### src/rtl/tlic_pkg.sv
// Constants, types and register map of the two-level interrupt controller.
// Assumes a byte-wide register port and a CPU core that acknowledges vectors.
// Contract
// - Every source except nonmaskable can be set low or high priority per module.
// - Interrupt mask bit and user bit from condition code give three masking levels.
// - Each source hands the CPU its own distinct vector number.
// - Nonmaskable request is highest, never masked, edge direction selectable.
// - Each of five external requests chooses falling-edge or low-level sensing alone.
// - System control loads its reset value on reset and hardware standby only.
// - System control bit 3 at zero makes the user bit a second mask.
// - System control bit 2 picks nonmaskable edge: zero falling, one rising.
// - Priority bit clear means level 0, set means level 1; clear at reset.
// - Priority A bits 7,6,5,4 serve requests 0, 1, 2 with 3, and 4.
// - Priority A bit 3 serves watchdog, bits 2,1,0 timer channels 0,1,2.
// - Both priority registers are 8-bit read/write, cleared by reset and standby.
// - Sense bit n zero selects low-level sensing, one falling edge; reset zero.
// - Flag sets on low level or falling edge; cleared by zero-write, or by acknowledge when edge-sensed.
// - Enable bits 4 to 0 gate the five requests; upper bits are storage only.
// - Priority B bits 7,6,3,1 serve timer 3, timer 4, serial and converter.
package tlic_pkg;

	// Register addresses, lower 16 bits.
	localparam logic [15:0] ADDR_SYSCTL   = 16'hFFF2;
	localparam logic [15:0] ADDR_SENSE    = 16'hFFF4;
	localparam logic [15:0] ADDR_ENABLE   = 16'hFFF5;
	localparam logic [15:0] ADDR_FLAGS    = 16'hFFF6;
	localparam logic [15:0] ADDR_PRIO_A   = 16'hFFF8;
	localparam logic [15:0] ADDR_PRIO_B   = 16'hFFF9;
	localparam logic [15:0] ADDR_EVT_STAT = 16'hFFFA;
	localparam logic [15:0] ADDR_EVT_MASK = 16'hFFFB;

	// Reset values.
	localparam logic [7:0] SYSCTL_RST = 8'h0B;
	localparam logic [7:0] ZERO_RST   = 8'h00;

	// Field positions.
	localparam int unsigned SYSCTL_UE_BIT    = 3;
	localparam int unsigned SYSCTL_NONMASKABLE_EDGE_SELECT_BIT = 2;
	localparam int unsigned EVT_NMI_BIT      = 0;
	localparam int unsigned EVT_EXT_BIT      = 1;
	localparam int unsigned EVT_TAKEN_BIT    = 2;

	// Source counts.
	localparam int unsigned EXT_N = 5;
	localparam int unsigned INT_N = 21;

	// Vector numbers.
	localparam logic [7:0] VEC_NMI  = 8'h07;
	localparam logic [7:0] VEC_EXT0 = 8'h0C;

	// Priority bit of each external request, in priority level A.
	localparam int unsigned EXT_PRIO_BIT [EXT_N] = '{7, 6, 5, 5, 4};

	// Vector of each internal source, in rising order.
	localparam logic [7:0] INT_VEC [INT_N] = '{
		8'h14, 8'h18, 8'h19, 8'h1A, 8'h1C, 8'h1D, 8'h1E,
		8'h20, 8'h21, 8'h22, 8'h24, 8'h25, 8'h26, 8'h28,
		8'h29, 8'h2A, 8'h34, 8'h35, 8'h36, 8'h37, 8'h3C};

	// Priority bit of each internal source; 0-7 level A, 8-15 level B.
	localparam int unsigned INT_PRIO [INT_N] = '{
		3, 2, 2, 2, 1, 1, 1,
		0, 0, 0, 15, 15, 15, 14,
		14, 14, 11, 11, 11, 11, 9};

	// Dispatch states, Gray along idle, offer, settle.
	typedef enum logic [1:0] {
		TLIC_IDLE   = 2'h0,
		TLIC_OFFER  = 2'h1,
		TLIC_SETTLE = 2'h3
	} tlic_disp_e;

endpackage

### src/rtl/tlic_top.sv
// Two-level interrupt controller: registers, masking, arbitration, dispatch.
// Assumes a byte register port with read data one cycle late and a CPU
// that pulses cpu_ack_i while a request is offered.
`timescale 1ns/10ps
`default_nettype none
module tlic_top
	import tlic_pkg::*;
(
	// Clock and reset.
	input  wire logic             clk_i,
	input  wire logic             rst_b_i,
	input  wire logic             hw_standby_i,
	// Register port.
	input  wire logic [15:0]      reg_addr_i,
	input  wire logic [7:0]       reg_wdata_i,
	input  wire logic             reg_we_i,
	input  wire logic             reg_re_i,
	output logic      [7:0]       reg_rdata_o,
	// Interrupt pins.
	input  wire logic             nmi_i,
	input  wire logic [EXT_N-1:0] ext_request_b_i,
	// Internal peripheral requests, held high until served.
	input  wire logic [INT_N-1:0] int_req_i,
	// Condition code mask bits from the CPU.
	input  wire logic             ccr_mask_i,
	input  wire logic             ccr_user_i,
	// CPU request and vector.
	input  wire logic             cpu_ack_i,
	output logic                  cpu_req_o,
	output logic      [7:0]       cpu_vec_o,
	output logic                  user_bit_role_select_o,
	// Event interrupt.
	output logic                  evt_irq_o
);
	import tlic_pkg::*;

	typedef struct packed {
		logic [7:0]       system_control;
		logic [7:0]       request_sense_select;
		logic [7:0]       request_enable;
		logic [7:0]       priority_level_a;
		logic [7:0]       priority_level_b;
		logic [EXT_N-1:0] flag_armed;
		logic [7:0]       evt_status;
		logic [7:0]       evt_mask;
		logic [7:0]       rdata;
		logic             nmi_prev;
		logic             nmi_primed;
		logic             nmi_pend;
		tlic_disp_e       disp;
		logic [7:0]       vec;
	} tlic_state_s;

	tlic_state_s s_reg;
	tlic_state_s s_next;

	// Signals to and from the pin sensing block.
	logic [EXT_N-1:0] ext_flag;
	logic             ext_new_set;
	logic [EXT_N-1:0] ext_sw_clr;
	logic [EXT_N-1:0] ext_ack_clr;

	// Arbitration results.
	logic [15:0] prio_bits;
	logic        pass_hi;
	logic        pass_lo;
	logic        win_valid;
	logic [7:0]  win_vec;
	logic        nmi_edge;
	logic        taken;

	// Register port decode.
	logic wr_flags;
	logic rd_flags;
	logic rd_evt;

	// External pin sensing and flags.
	tlic_ext_sense u_sense (
		.clk_i        (clk_i),
		.rst_b_i      (rst_b_i),
		.hw_standby_i (hw_standby_i),
		.pin_b_i      (ext_request_b_i),
		.sense_i      (s_reg.request_sense_select[EXT_N-1:0]),
		.sw_clr_i     (ext_sw_clr),
		.ack_clr_i    (ext_ack_clr),
		.flag_o       (ext_flag),
		.new_set_o    (ext_new_set)
	);

	// Strobes that touch the flag and event registers.
	always_comb begin
		wr_flags = reg_we_i && (reg_addr_i == ADDR_FLAGS);
		rd_flags = reg_re_i && (reg_addr_i == ADDR_FLAGS);
		rd_evt = reg_re_i && (reg_addr_i == ADDR_EVT_STAT);
	end

	// Zero written to an armed flag clears it; a written one is ignored.
	always_comb begin
		ext_sw_clr = '0;
		if (wr_flags) begin
			ext_sw_clr = ~reg_wdata_i[EXT_N-1:0] & s_reg.flag_armed;
		end
	end

	// Masking state from the two condition code bits.
	always_comb begin
		prio_bits = {s_reg.priority_level_b, s_reg.priority_level_a};
		if (!ccr_mask_i) begin
			pass_hi = 1'b1;
			pass_lo = 1'b1;
		end else if (s_reg.system_control[SYSCTL_UE_BIT]) begin
			pass_hi = 1'b0;
			pass_lo = 1'b0;
		end else begin
			pass_hi = ~ccr_user_i;
			pass_lo = 1'b0;
		end
	end

	// Nonmaskable edge in the selected direction.
	always_comb begin
		if (s_reg.system_control[SYSCTL_NONMASKABLE_EDGE_SELECT_BIT]) begin
			nmi_edge = s_reg.nmi_primed & ~s_reg.nmi_prev & nmi_i;
		end else begin
			nmi_edge = s_reg.nmi_primed & s_reg.nmi_prev & ~nmi_i;
		end
	end

	// Winner search: nonmaskable first, then high level, then low level,
	// each time the lowest vector number, since the scan rises in vector order.
	always_comb begin
		logic       hi_found;
		logic       lo_found;
		logic [7:0] hi_vec;
		logic [7:0] lo_vec;
		logic       req;
		logic       lvl;
		hi_found = 1'b0;
		lo_found = 1'b0;
		hi_vec = 8'h00;
		lo_vec = 8'h00;
		req = 1'b0;
		lvl = 1'b0;
		for (int n = 0; n < EXT_N; n++) begin
			req = ext_flag[n] & s_reg.request_enable[n];
			lvl = s_reg.priority_level_a[EXT_PRIO_BIT[n]];
			if (req && lvl && pass_hi && !hi_found) begin
				hi_found = 1'b1;
				hi_vec = VEC_EXT0 + 8'(n);
			end
			if (req && !lvl && pass_lo && !lo_found) begin
				lo_found = 1'b1;
				lo_vec = VEC_EXT0 + 8'(n);
			end
		end
		for (int i = 0; i < INT_N; i++) begin
			req = int_req_i[i];
			lvl = prio_bits[INT_PRIO[i]];
			if (req && lvl && pass_hi && !hi_found) begin
				hi_found = 1'b1;
				hi_vec = INT_VEC[i];
			end
			if (req && !lvl && pass_lo && !lo_found) begin
				lo_found = 1'b1;
				lo_vec = INT_VEC[i];
			end
		end
		if (s_reg.nmi_pend) begin
			win_valid = 1'b1;
			win_vec = VEC_NMI;
		end else if (hi_found) begin
			win_valid = 1'b1;
			win_vec = hi_vec;
		end else begin
			win_valid = lo_found;
			win_vec = lo_vec;
		end
	end

	// Acknowledge of the offered vector, and which edge flag it consumes.
	always_comb begin
		taken = cpu_ack_i && (s_reg.disp == TLIC_OFFER);
		ext_ack_clr = '0;
		for (int n = 0; n < EXT_N; n++) begin
			if (taken && (s_reg.vec == VEC_EXT0 + 8'(n))) begin
				ext_ack_clr[n] = 1'b1;
			end
		end
	end

	// Next state: registers, events, read data and dispatch.
	always_comb begin
		logic [7:0] evt_set;
		evt_set = 8'h00;
		s_next = s_reg;

		// Writes from software; reserved bits store but steer nothing.
		if (reg_we_i) begin
			unique case (reg_addr_i)
				ADDR_SYSCTL:   s_next.system_control = reg_wdata_i;
				ADDR_SENSE:    s_next.request_sense_select = reg_wdata_i;
				ADDR_ENABLE:   s_next.request_enable = reg_wdata_i;
				ADDR_PRIO_A:   s_next.priority_level_a = reg_wdata_i;
				ADDR_PRIO_B:   s_next.priority_level_b = reg_wdata_i;
				ADDR_EVT_MASK: s_next.evt_mask = reg_wdata_i;
				default: ;
			endcase
		end

		// A flag read arms its clear; a zero write disarms it.
		if (rd_flags) begin
			s_next.flag_armed = ext_flag;
		end else if (wr_flags) begin
			s_next.flag_armed = s_reg.flag_armed & reg_wdata_i[EXT_N-1:0];
		end

		// Read data, one cycle after the strobe; unmapped reads give zero.
		s_next.rdata = 8'h00;
		if (reg_re_i) begin
			unique case (reg_addr_i)
				ADDR_SYSCTL:   s_next.rdata = s_reg.system_control;
				ADDR_SENSE:    s_next.rdata = s_reg.request_sense_select;
				ADDR_ENABLE:   s_next.rdata = s_reg.request_enable;
				ADDR_FLAGS:    s_next.rdata = {3'h0, ext_flag};
				ADDR_PRIO_A:   s_next.rdata = s_reg.priority_level_a;
				ADDR_PRIO_B:   s_next.rdata = s_reg.priority_level_b;
				ADDR_EVT_STAT: s_next.rdata = s_reg.evt_status;
				ADDR_EVT_MASK: s_next.rdata = s_reg.evt_mask;
				default:       s_next.rdata = 8'h00;
			endcase
		end

		// Nonmaskable pending bit; a new edge beats the acknowledge.
		s_next.nmi_prev = nmi_i;
		s_next.nmi_primed = 1'b1;
		if (nmi_edge) begin
			s_next.nmi_pend = 1'b1;
		end else if (taken && (s_reg.vec == VEC_NMI)) begin
			s_next.nmi_pend = 1'b0;
		end

		// Dispatch: hold one vector steady until taken or withdrawn.
		unique case (s_reg.disp)
			TLIC_IDLE: begin
				if (win_valid) begin
					s_next.disp = TLIC_OFFER;
					s_next.vec = win_vec;
				end
			end
			TLIC_OFFER: begin
				if (taken) begin
					s_next.disp = TLIC_SETTLE;
				end else if (!win_valid || (win_vec != s_reg.vec)) begin
					s_next.disp = TLIC_IDLE;
				end
			end
			TLIC_SETTLE: begin
				s_next.disp = TLIC_IDLE;
			end
			default: begin
				s_next.disp = TLIC_IDLE;
			end
		endcase

		// Sticky events; read clears what was seen, a new set wins.
		evt_set[EVT_NMI_BIT] = nmi_edge;
		evt_set[EVT_EXT_BIT] = ext_new_set;
		evt_set[EVT_TAKEN_BIT] = taken;
		if (rd_evt) begin
			s_next.evt_status = evt_set;
		end else begin
			s_next.evt_status = s_reg.evt_status | evt_set;
		end

		// Hardware standby returns every register to its reset value except read data and the nonmaskable edge history.
		if (hw_standby_i) begin
			s_next.system_control = SYSCTL_RST;
			s_next.request_sense_select = ZERO_RST;
			s_next.request_enable = ZERO_RST;
			s_next.priority_level_a = ZERO_RST;
			s_next.priority_level_b = ZERO_RST;
			s_next.flag_armed = '0;
			s_next.evt_status = ZERO_RST;
			s_next.evt_mask = ZERO_RST;
			s_next.nmi_pend = 1'b0;
			s_next.disp = TLIC_IDLE;
			s_next.vec = 8'h00;
		end
	end

	// State register; reset loads the documented initial values.
	always_ff @(posedge clk_i or negedge rst_b_i) begin
		if (!rst_b_i) begin
			s_reg <= '0;
			s_reg.system_control <= SYSCTL_RST;
			s_reg.disp <= TLIC_IDLE;
		end else begin
			s_reg <= s_next;
		end
	end

	// Outputs from the state register.
	always_comb begin
		reg_rdata_o = s_reg.rdata;
		cpu_req_o = (s_reg.disp == TLIC_OFFER);
		cpu_vec_o = s_reg.vec;
		user_bit_role_select_o = s_reg.system_control[SYSCTL_UE_BIT];
		evt_irq_o = |(s_reg.evt_status & s_reg.evt_mask);
	end

endmodule // tlic_top
`default_nettype wire

### src/rtl/tlic_ext_sense.sv
// Sensing and request flags of the five external maskable request pins.
// Assumes pins synchronous to clk_i and active low.
`timescale 1ns/10ps
`default_nettype none
module tlic_ext_sense
	import tlic_pkg::*;
(
	// Clock and reset.
	input  wire logic             clk_i,
	input  wire logic             rst_b_i,
	input  wire logic             hw_standby_i,
	// Pins and configuration.
	input  wire logic [EXT_N-1:0] pin_b_i,
	input  wire logic [EXT_N-1:0] sense_i,
	// Clear requests.
	input  wire logic [EXT_N-1:0] sw_clr_i,
	input  wire logic [EXT_N-1:0] ack_clr_i,
	// Flags.
	output logic      [EXT_N-1:0] flag_o,
	output logic                  new_set_o
);
	import tlic_pkg::*;

	typedef struct packed {
		logic [EXT_N-1:0] prev;
		logic             primed;
		logic [EXT_N-1:0] flag;
		logic             new_set;
	} tlic_sense_s;

	tlic_sense_s s_reg;
	tlic_sense_s s_next;

	// Flag set and clear per pin; a set in the same cycle beats a clear.
	always_comb begin
		logic set_n;
		logic clr_n;
		set_n = 1'b0;
		clr_n = 1'b0;
		s_next = s_reg;
		s_next.prev = pin_b_i;
		s_next.primed = 1'b1;
		s_next.new_set = 1'b0;
		for (int n = 0; n < EXT_N; n++) begin
			if (sense_i[n]) begin
				set_n = s_reg.primed & s_reg.prev[n] & ~pin_b_i[n];
			end else begin
				set_n = ~pin_b_i[n];
			end
			clr_n = sw_clr_i[n] | (ack_clr_i[n] & sense_i[n]);
			if (set_n) begin
				s_next.flag[n] = 1'b1;
				if (!s_reg.flag[n]) begin
					s_next.new_set = 1'b1;
				end
			end else if (clr_n) begin
				s_next.flag[n] = 1'b0;
			end
		end
		if (hw_standby_i) begin
			s_next = '0;
		end
	end

	// State register.
	always_ff @(posedge clk_i or negedge rst_b_i) begin
		if (!rst_b_i) begin
			s_reg <= '0;
		end else begin
			s_reg <= s_next;
		end
	end

	assign flag_o = s_reg.flag;
	assign new_set_o = s_reg.new_set;

endmodule // tlic_ext_sense
`default_nettype wire

### config.mk
export PLATFORM = sky130hd
export DESIGN_NAME = tlic_top
export DESIGN_NICKNAME = d
export VERILOG_FILES = /design/src/rtl/tlic_pkg.sv /design/src/rtl/tlic_top.sv /design/src/rtl/tlic_ext_sense.sv
export SDC_FILE = /design/constraint.sdc
export NUM_CORES = 1
export LEC_CHECK = 0
export ABC_CLOCK_PERIOD_IN_PS = 6000
export BUFFER_PORTS_ARGS = -buffer_cell sky130_fd_sc_hd__buf_2
export CAP_MARGIN = 30
export CORE_MARGIN = 1.5
export CORE_UTILIZATION = 63
export DETAILED_ROUTE_END_ITERATION = 12
export PLACE_DENSITY = 0.87
export SLEW_MARGIN = 20
export SYNTH_ARGS = -nofsm -noshare
export SYNTH_HDL_FRONTEND = slang
export SYNTH_SLANG_ARGS = --single-unit
### constraint.sdc
create_clock -name clk_i -period 6 [get_ports clk_i]
set_input_delay 0.6 -clock clk_i [delete_from_list [all_inputs] [get_ports clk_i]]
set_output_delay 0.6 -clock clk_i [all_outputs]
set_load 0.01 [all_outputs]
Word level (Yosys, flattened, before mapping) --
Index checks and enable logic that the tools add are counted.
Storage, ports and cells: bits in registers 94, bits of input ports 59, logic and storage cells 502
Cells by class: equality and inequality tests 18, multiplexer cells 166, bitwise logic cells 42, reductions and logical operators 254
Operator list (number):
- two-way mux 8 bit | 62
- logical AND 1 bit | 164
- == test 16 bit (second input constant) | 8
- two-way mux 1 bit | 90
- one-hot mux 8 bit (8 select lines) | 1
- logical NOT 1 bit | 63
- two-way mux 61 bit | 1
- two-way mux 40 bit | 1
- == test 8 x 4 -> 1 bit (second input constant) | 4
- bitwise AND 1 bit | 24
- nonzero test 3 bit | 7
- nonzero test 2 bit | 9
- AND reduction 2 bit | 8
- two-way mux 5 bit | 3
- two-way mux 12 bit | 1
- two-way mux 11 bit | 1
- bitwise AND 5 bit | 2
- two-way mux 10 bit | 1
- bitwise AND 8 bit | 1
- == test 8 x 3 -> 1 bit (second input constant) | 1
- == test 8 x 5 -> 1 bit (second input constant) | 1
- two-way mux 4 bit | 2
- inequality test 8 bit | 1
- NOT 1 bit | 8
- 11 further kinds | 16

Longest topological paths before layout --
word-level depth 88, gate-level depth with buffers 10, depth with buffers taken out 8

By module --
A second synthesis with hierarchy kept.
Unflattened totals: cells, all modules 658, area, all modules 5546.6 um^2
By module, submodules not included:
- tlic_top | times used 1, cells an instance 603, area each 4963.5 um^2, sequential area each 1880.6 um^2
- tlic_ext_sense | times used 1, cells an instance 55, area each 583.1 um^2, sequential area each 300.3 um^2

Worst setup path before layout --
No wires, ideal clock.
path type input -> register, start point input port int_req_i[13], end point register s_reg[8] (netlist bit), library setup time 0.092 ns, data arrival time 2.523 ns, data required time 5.908 ns, slack 3.385 ns, cell stages on the path 8, path buffers 0, cells stage by stage or3_1 a222oi_1 nor4b_4 a211o_4 a21oi_2 a211oi_4 xnor2_1 o31ai_2
On the way: longest elaborated chain between the ends 31, elaborated cells between the ends (all ways) 76, those cells by class eq/ne (3); mux (36); reduce/logical (37)
RTL lines:
- from (decl) | line tlic_top.sv:23 | input wire logic [INT_N-1:0] int_req_i,
- logical AND 1 bit (on tied branches) (3 in series) | line tlic_top.sv:163, tlic_top.sv:159
- two-way mux 1 bit (on tied branches) | line tlic_top.sv:163, tlic_top.sv:159
- logical NOT 1 bit (on tied branches) | line tlic_top.sv:163, tlic_top.sv:159
- logical AND 1 bit (on tied branches) | line tlic_top.sv:163, tlic_top.sv:159
- two-way mux 1 bit (on tied branches) | line tlic_top.sv:163, tlic_top.sv:159
- logical NOT 1 bit (on tied branches) | line tlic_top.sv:163, tlic_top.sv:159
- logical AND 1 bit (on tied branches) | line tlic_top.sv:163, tlic_top.sv:159
- two-way mux 1 bit (on tied branches) | line tlic_top.sv:163, tlic_top.sv:159
- [... 13 more ...]
- logical AND 1 bit (on tied branches) | line tlic_top.sv:163, tlic_top.sv:159
- two-way mux 8 bit (tied with other cells) | line tlic_top.sv:163 | if (req && !lvl && pass_lo && !lo_found) begin
- two-way mux 8 bit / two-way mux 1 bit (equally long branches) | line tlic_top.sv:171 | end else if (hi_found) begin
- two-way mux 8 bit / two-way mux 1 bit (equally long branches) | line tlic_top.sv:168 | if (s_reg.nmi_pend) begin
- inequality test 8 bit / logical NOT 1 bit (equally long branches) | line tlic_top.sv:253 | end else if (!win_valid || (win_vec != s_reg.vec)) begin
- logical OR 1 bit | line tlic_top.sv:253
- inequality test 4 x 2 -> 1 bit (no source line)
- AND reduction 2 bit (no source line) (*)
- to (signal assigned) | line tlic_top.sv:298 | s_reg <= s_next;
- to (decl) | line tlic_top.sv:54 | tlic_state_s s_reg;
Mark *: on every way between the ends. The rest lies on a longest branch, timed or not. A chain may end at the register's enable or synchronous reset.

Worst setup path after layout --
start point register u_sense.s_reg (netlist bit u_sense.flag_o[3]), end point register s_reg[8] (netlist bit)
On the way: longest elaborated chain between the ends 77, elaborated cells between the ends (all ways) 197, those cells by class eq/ne (3); mux (96); bitwise (1); reduce/logical (97)
RTL lines:
- from (decl) | line tlic_ext_sense.sv:31 | tlic_sense_s s_reg;
- from (signal assigned) | line tlic_ext_sense.sv:70 | s_reg <= s_next;
- bitwise AND 1 bit (*) | line tlic_top.sv:145 | req = ext_flag[n] & s_reg.request_enable[n];
- logical AND 1 bit (on tied branches) (3 in series) | line tlic_top.sv:151, tlic_top.sv:147
- two-way mux 1 bit (on tied branches) | line tlic_top.sv:151, tlic_top.sv:147
- logical NOT 1 bit (on tied branches) | line tlic_top.sv:151, tlic_top.sv:147
- logical AND 1 bit (on tied branches) | line tlic_top.sv:151, tlic_top.sv:147
- two-way mux 1 bit (on tied branches) | line tlic_top.sv:151, tlic_top.sv:147
- logical NOT 1 bit (on tied branches) | line tlic_top.sv:163, tlic_top.sv:159
- logical AND 1 bit (on tied branches) | line tlic_top.sv:163, tlic_top.sv:159
- [... 59 more ...]
- logical AND 1 bit (on tied branches) | line tlic_top.sv:163, tlic_top.sv:159
- two-way mux 8 bit (tied with other cells) | line tlic_top.sv:163
- two-way mux 8 bit / two-way mux 1 bit (equally long branches) | line tlic_top.sv:171
- two-way mux 8 bit / two-way mux 1 bit (equally long branches) | line tlic_top.sv:168
- inequality test 8 bit / logical NOT 1 bit (equally long branches) | line tlic_top.sv:253
- logical OR 1 bit | line tlic_top.sv:253
- inequality test 4 x 2 -> 1 bit (no source line)
- AND reduction 2 bit (no source line) (*)
Marks and branches as above.

==> results.json <==
{
  "ys_top_cells_by_area": "dfrtp_1 38%, a21oi_1 6.2%, nand2_1 5.9%, mux2i_1 4.9%, nand3_1 4.4%",
  "synth_mux_area_frac": 0.0636,
  "pin_count": 78,
  "r2r_end": "s_reg[8]",
  "maxSlewViolCount": 0,
  "wire_per_inst_microns": 20.1,
  "clkPwrFrac": 0.378,
  "power_frac_seq": 0.494,
  "synth-xor-area-share": 0.00798,
  "synth_top_area_share": 0.383,
  "clock_path_buffers": 2,
  "dp_hpwl_mm": 11.3,
  "dr.pass1.iters": 7,
  "die_y_microns": 96.4,
  "row_count": 33,
  "clkSinkCount": 87,
  "synth.avg_cell_area_sq_um": 8.53,
  "drv_cap": 0,
  "ys_types": 73,
  "design_area_sq_um": 5970,
  "drtIter0Drc": 552,
  "numCtsBuffers": 9,
  "fin_setup_tns_ps": 0,
  "cts_max_level": 3,
  "portBuffers": 75,
  "ys_top_cells_by_count": "86 x nand2_1, 84 x dfrtp_1, 68 x a21oi_1, 58 x nor2_1, 48 x nand3_1",
  "drc_errors": 0,
  "track_usage": 0.361,
  "viasPerCell": 6.82,
  "fin_crit_ps": 2820,
  "power.density_nw_per_um2": 209,
  "clockRootBuffer": "clkbuf_8",
  "cts_hold_buf": 0,
  "cts_setup_buffers": 0,
  "synth-main-ff-cell": "dfrtp_1",
  "tritoncts": "yes",
  "hold_class": "in2async",
  "outcome": "complete, no violations",
  "area_growth_syn_to_layout_pct": 8.75,
  "grt_overflow": 0,
  "cts_resized": 0,
  "yosys_warnings": 0,
  "largest_reg_flops": 44,
  "synth_cells": 644,
  "p_sw_frac": 0.276,
  "use_met1": 0.472,
  "synth_edf_count": 0,
  "synth_adder_area_share": 0,
  "async_reset_ff_frac": 1.00,
  "synth_top_family_by_area": "simple AND/OR/NAND/NOR gates",
  "detail-route-antenna-nets": 0,
  "grt_pass1_wl_mm": 25.1,
  "grt_max_degree": 75,
  "worstPathMaxFanout": 7,
  "peakVddDrop_mv": 0.147,
  "clk_latency_ps": 360,
  "p_leak_nw": 2.67,
  "finalHoldViolCount": 0,
  "setup_viol": 0,
  "critPathCaptureType": "flip-flop",
  "antenna_found_initial": 0,
  "fmax_mhz": 354,
  "antenna_cells": 0,
  "start_util": 0.658,
  "r2r_slack_ps": 3180,
  "coreArea_sq_um": 8340,
  "die_w_microns": 96.4,
  "rsz0062_at_grt": "false",
  "yosysSeqAreaShare": 0.397,
  "syn-cell-area_sq_um": 5490,
  "required_ps": 6280,
  "yosys.area_share.simple": 0.247,
  "ys_ff_latch": 87,
  "busiest_layer": "met2",
  "fin_crit_sh": 0.470,
  "worstPathArrival_ps": 3100,
  "fin_nets": 740,
  "finClkSkew_ps": 15.9,
  "routed_wirelength_mm": 15.9,
  "rr_startpoint": "u_sense.flag_o[3]",
  "cell_internal_pwr_w": 0.000905,
  "p_sw_w": 0.000345,
  "fin_util": 0.716,
  "critPathLaunchType": "flip-flop",
  "dpl_cell_area_sq_um": 5740,
  "synth_compound_area_frac": 0.221,
  "worst_slew_pin_slew_ps": 985,
  "clk_pin_slew_worst_paths_ps": 100,
  "yosysMostFrequentCell": "nand2_1",
  "worst-setup-path-type": "reg2reg",
  "comb_power_share": 0.128,
  "die_area_sq_um": 9280,
  "yosys.area.top_type": "dfrtp_1",
  "grt_pass1_vias": 4934,
  "r2r_cells": 8,
  "use_met2": 0.594,
  "drive_gt1_frac": 0.184,
  "max_slew_margin": 0.338,
  "use_met3": 0.0553,
  "place_congestion": 0.940,
  "via_count": 5396
}
## per-layer routing
layer | routed length, microns | vias to the layer above
met1 | 6210 | 2572
met4 | 624 | 0
met3 | 1350 | 67
li1 | - | 2416
met2 | 7710 | 341
met5 | 0 | -
## cell families after synthesis
logic type                after synthesis
buffers and inverters                  66
and+or+nand+nor                       272
xor gates and xnor gates                5
other                                   2
AOI/OAI and AO/OA                     178
DFF                                    87
muxes                                  34
## area by class of cell
| type | instances | area [sq um] |
|---|---|---|
| multi-input combinational | 492 | 2980 |
| clock inverter | 6 | 91.3 |
| tap | 105 | 131 |
| fill | 663 | 2370 |
| sequential | 87 | 2180 |
| inverter | 13 | 48.8 |
| clock buffer | 10 | 138 |
| timing repair buffer | 78 | 400 |
## how the worst max path moves through the flow
stage,from,end,slack [ps]
floorplan,int_req_i[13],s_reg[8],3390
global placement,ccr_mask_i,s_reg[8],2900
detailed placement,reg_addr_i[9],s_reg[26],2830
CTS,reg_addr_i[9],s_reg[22],3080
global route,ccr_mask_i,cpu_vec_o[1],2950
finish,u_sense.flag_o[3],s_reg[8],3180
## cell usage in the layout (no fill, tap or decap), types with 5 or more instances in the layout
cell type and count:
nand3_1 48, nor3_1 8, o211ai_1 7, clkbuf_8 10, inv_1 13, or3_1 5
a22oi_1 9, nor2b_1 10, a222oi_1 5, nand2_1 86, nand4_1 5, dfrtp_1 84
o31ai_1 8, buf_2 74, a21oi_1 68, nor2_1 57, a221oi_1 5, and2_1 9
mux2i_1 27, mux2_2 7, and3_1 6, o21ai_0 21
## power groups by stage
stage                     clock network (W)  registers (W)  logic, W
after floorplan                           0       0.000618  0.000102
after global placement                    0       0.000627  0.000153
after detailed placement                  0       0.000628  0.000157
after CTS                          0.000471       0.000617  0.000158
after global routing               0.000495       0.000619  0.000176
final                              0.000473       0.000617  0.000161
## worst max-delay path, cell delays in order, from the launching register on
cell and delay (ps):
dfrtp_1 490, a22o_1 310, a211oi_2 450, a31oi_1 240
or2_2 360, o31ai_1 430, xnor2_1 170, nand4_1 120
o31ai_2 180
## metrics by stage
stage                     std cells  power [W]  hold slack (ps)  setup slack [ps]
after floorplan                 645   0.000720              304              3390
after global placement          775   0.000780              450              2900
after detailed placement        775   0.000785              453              2830
after CTS                       791    0.00125              179              3080
after global routing            791    0.00129              190              2950
final                           791    0.00125              169              3180
No activity file was read; power rests on OpenSTA's default activity.
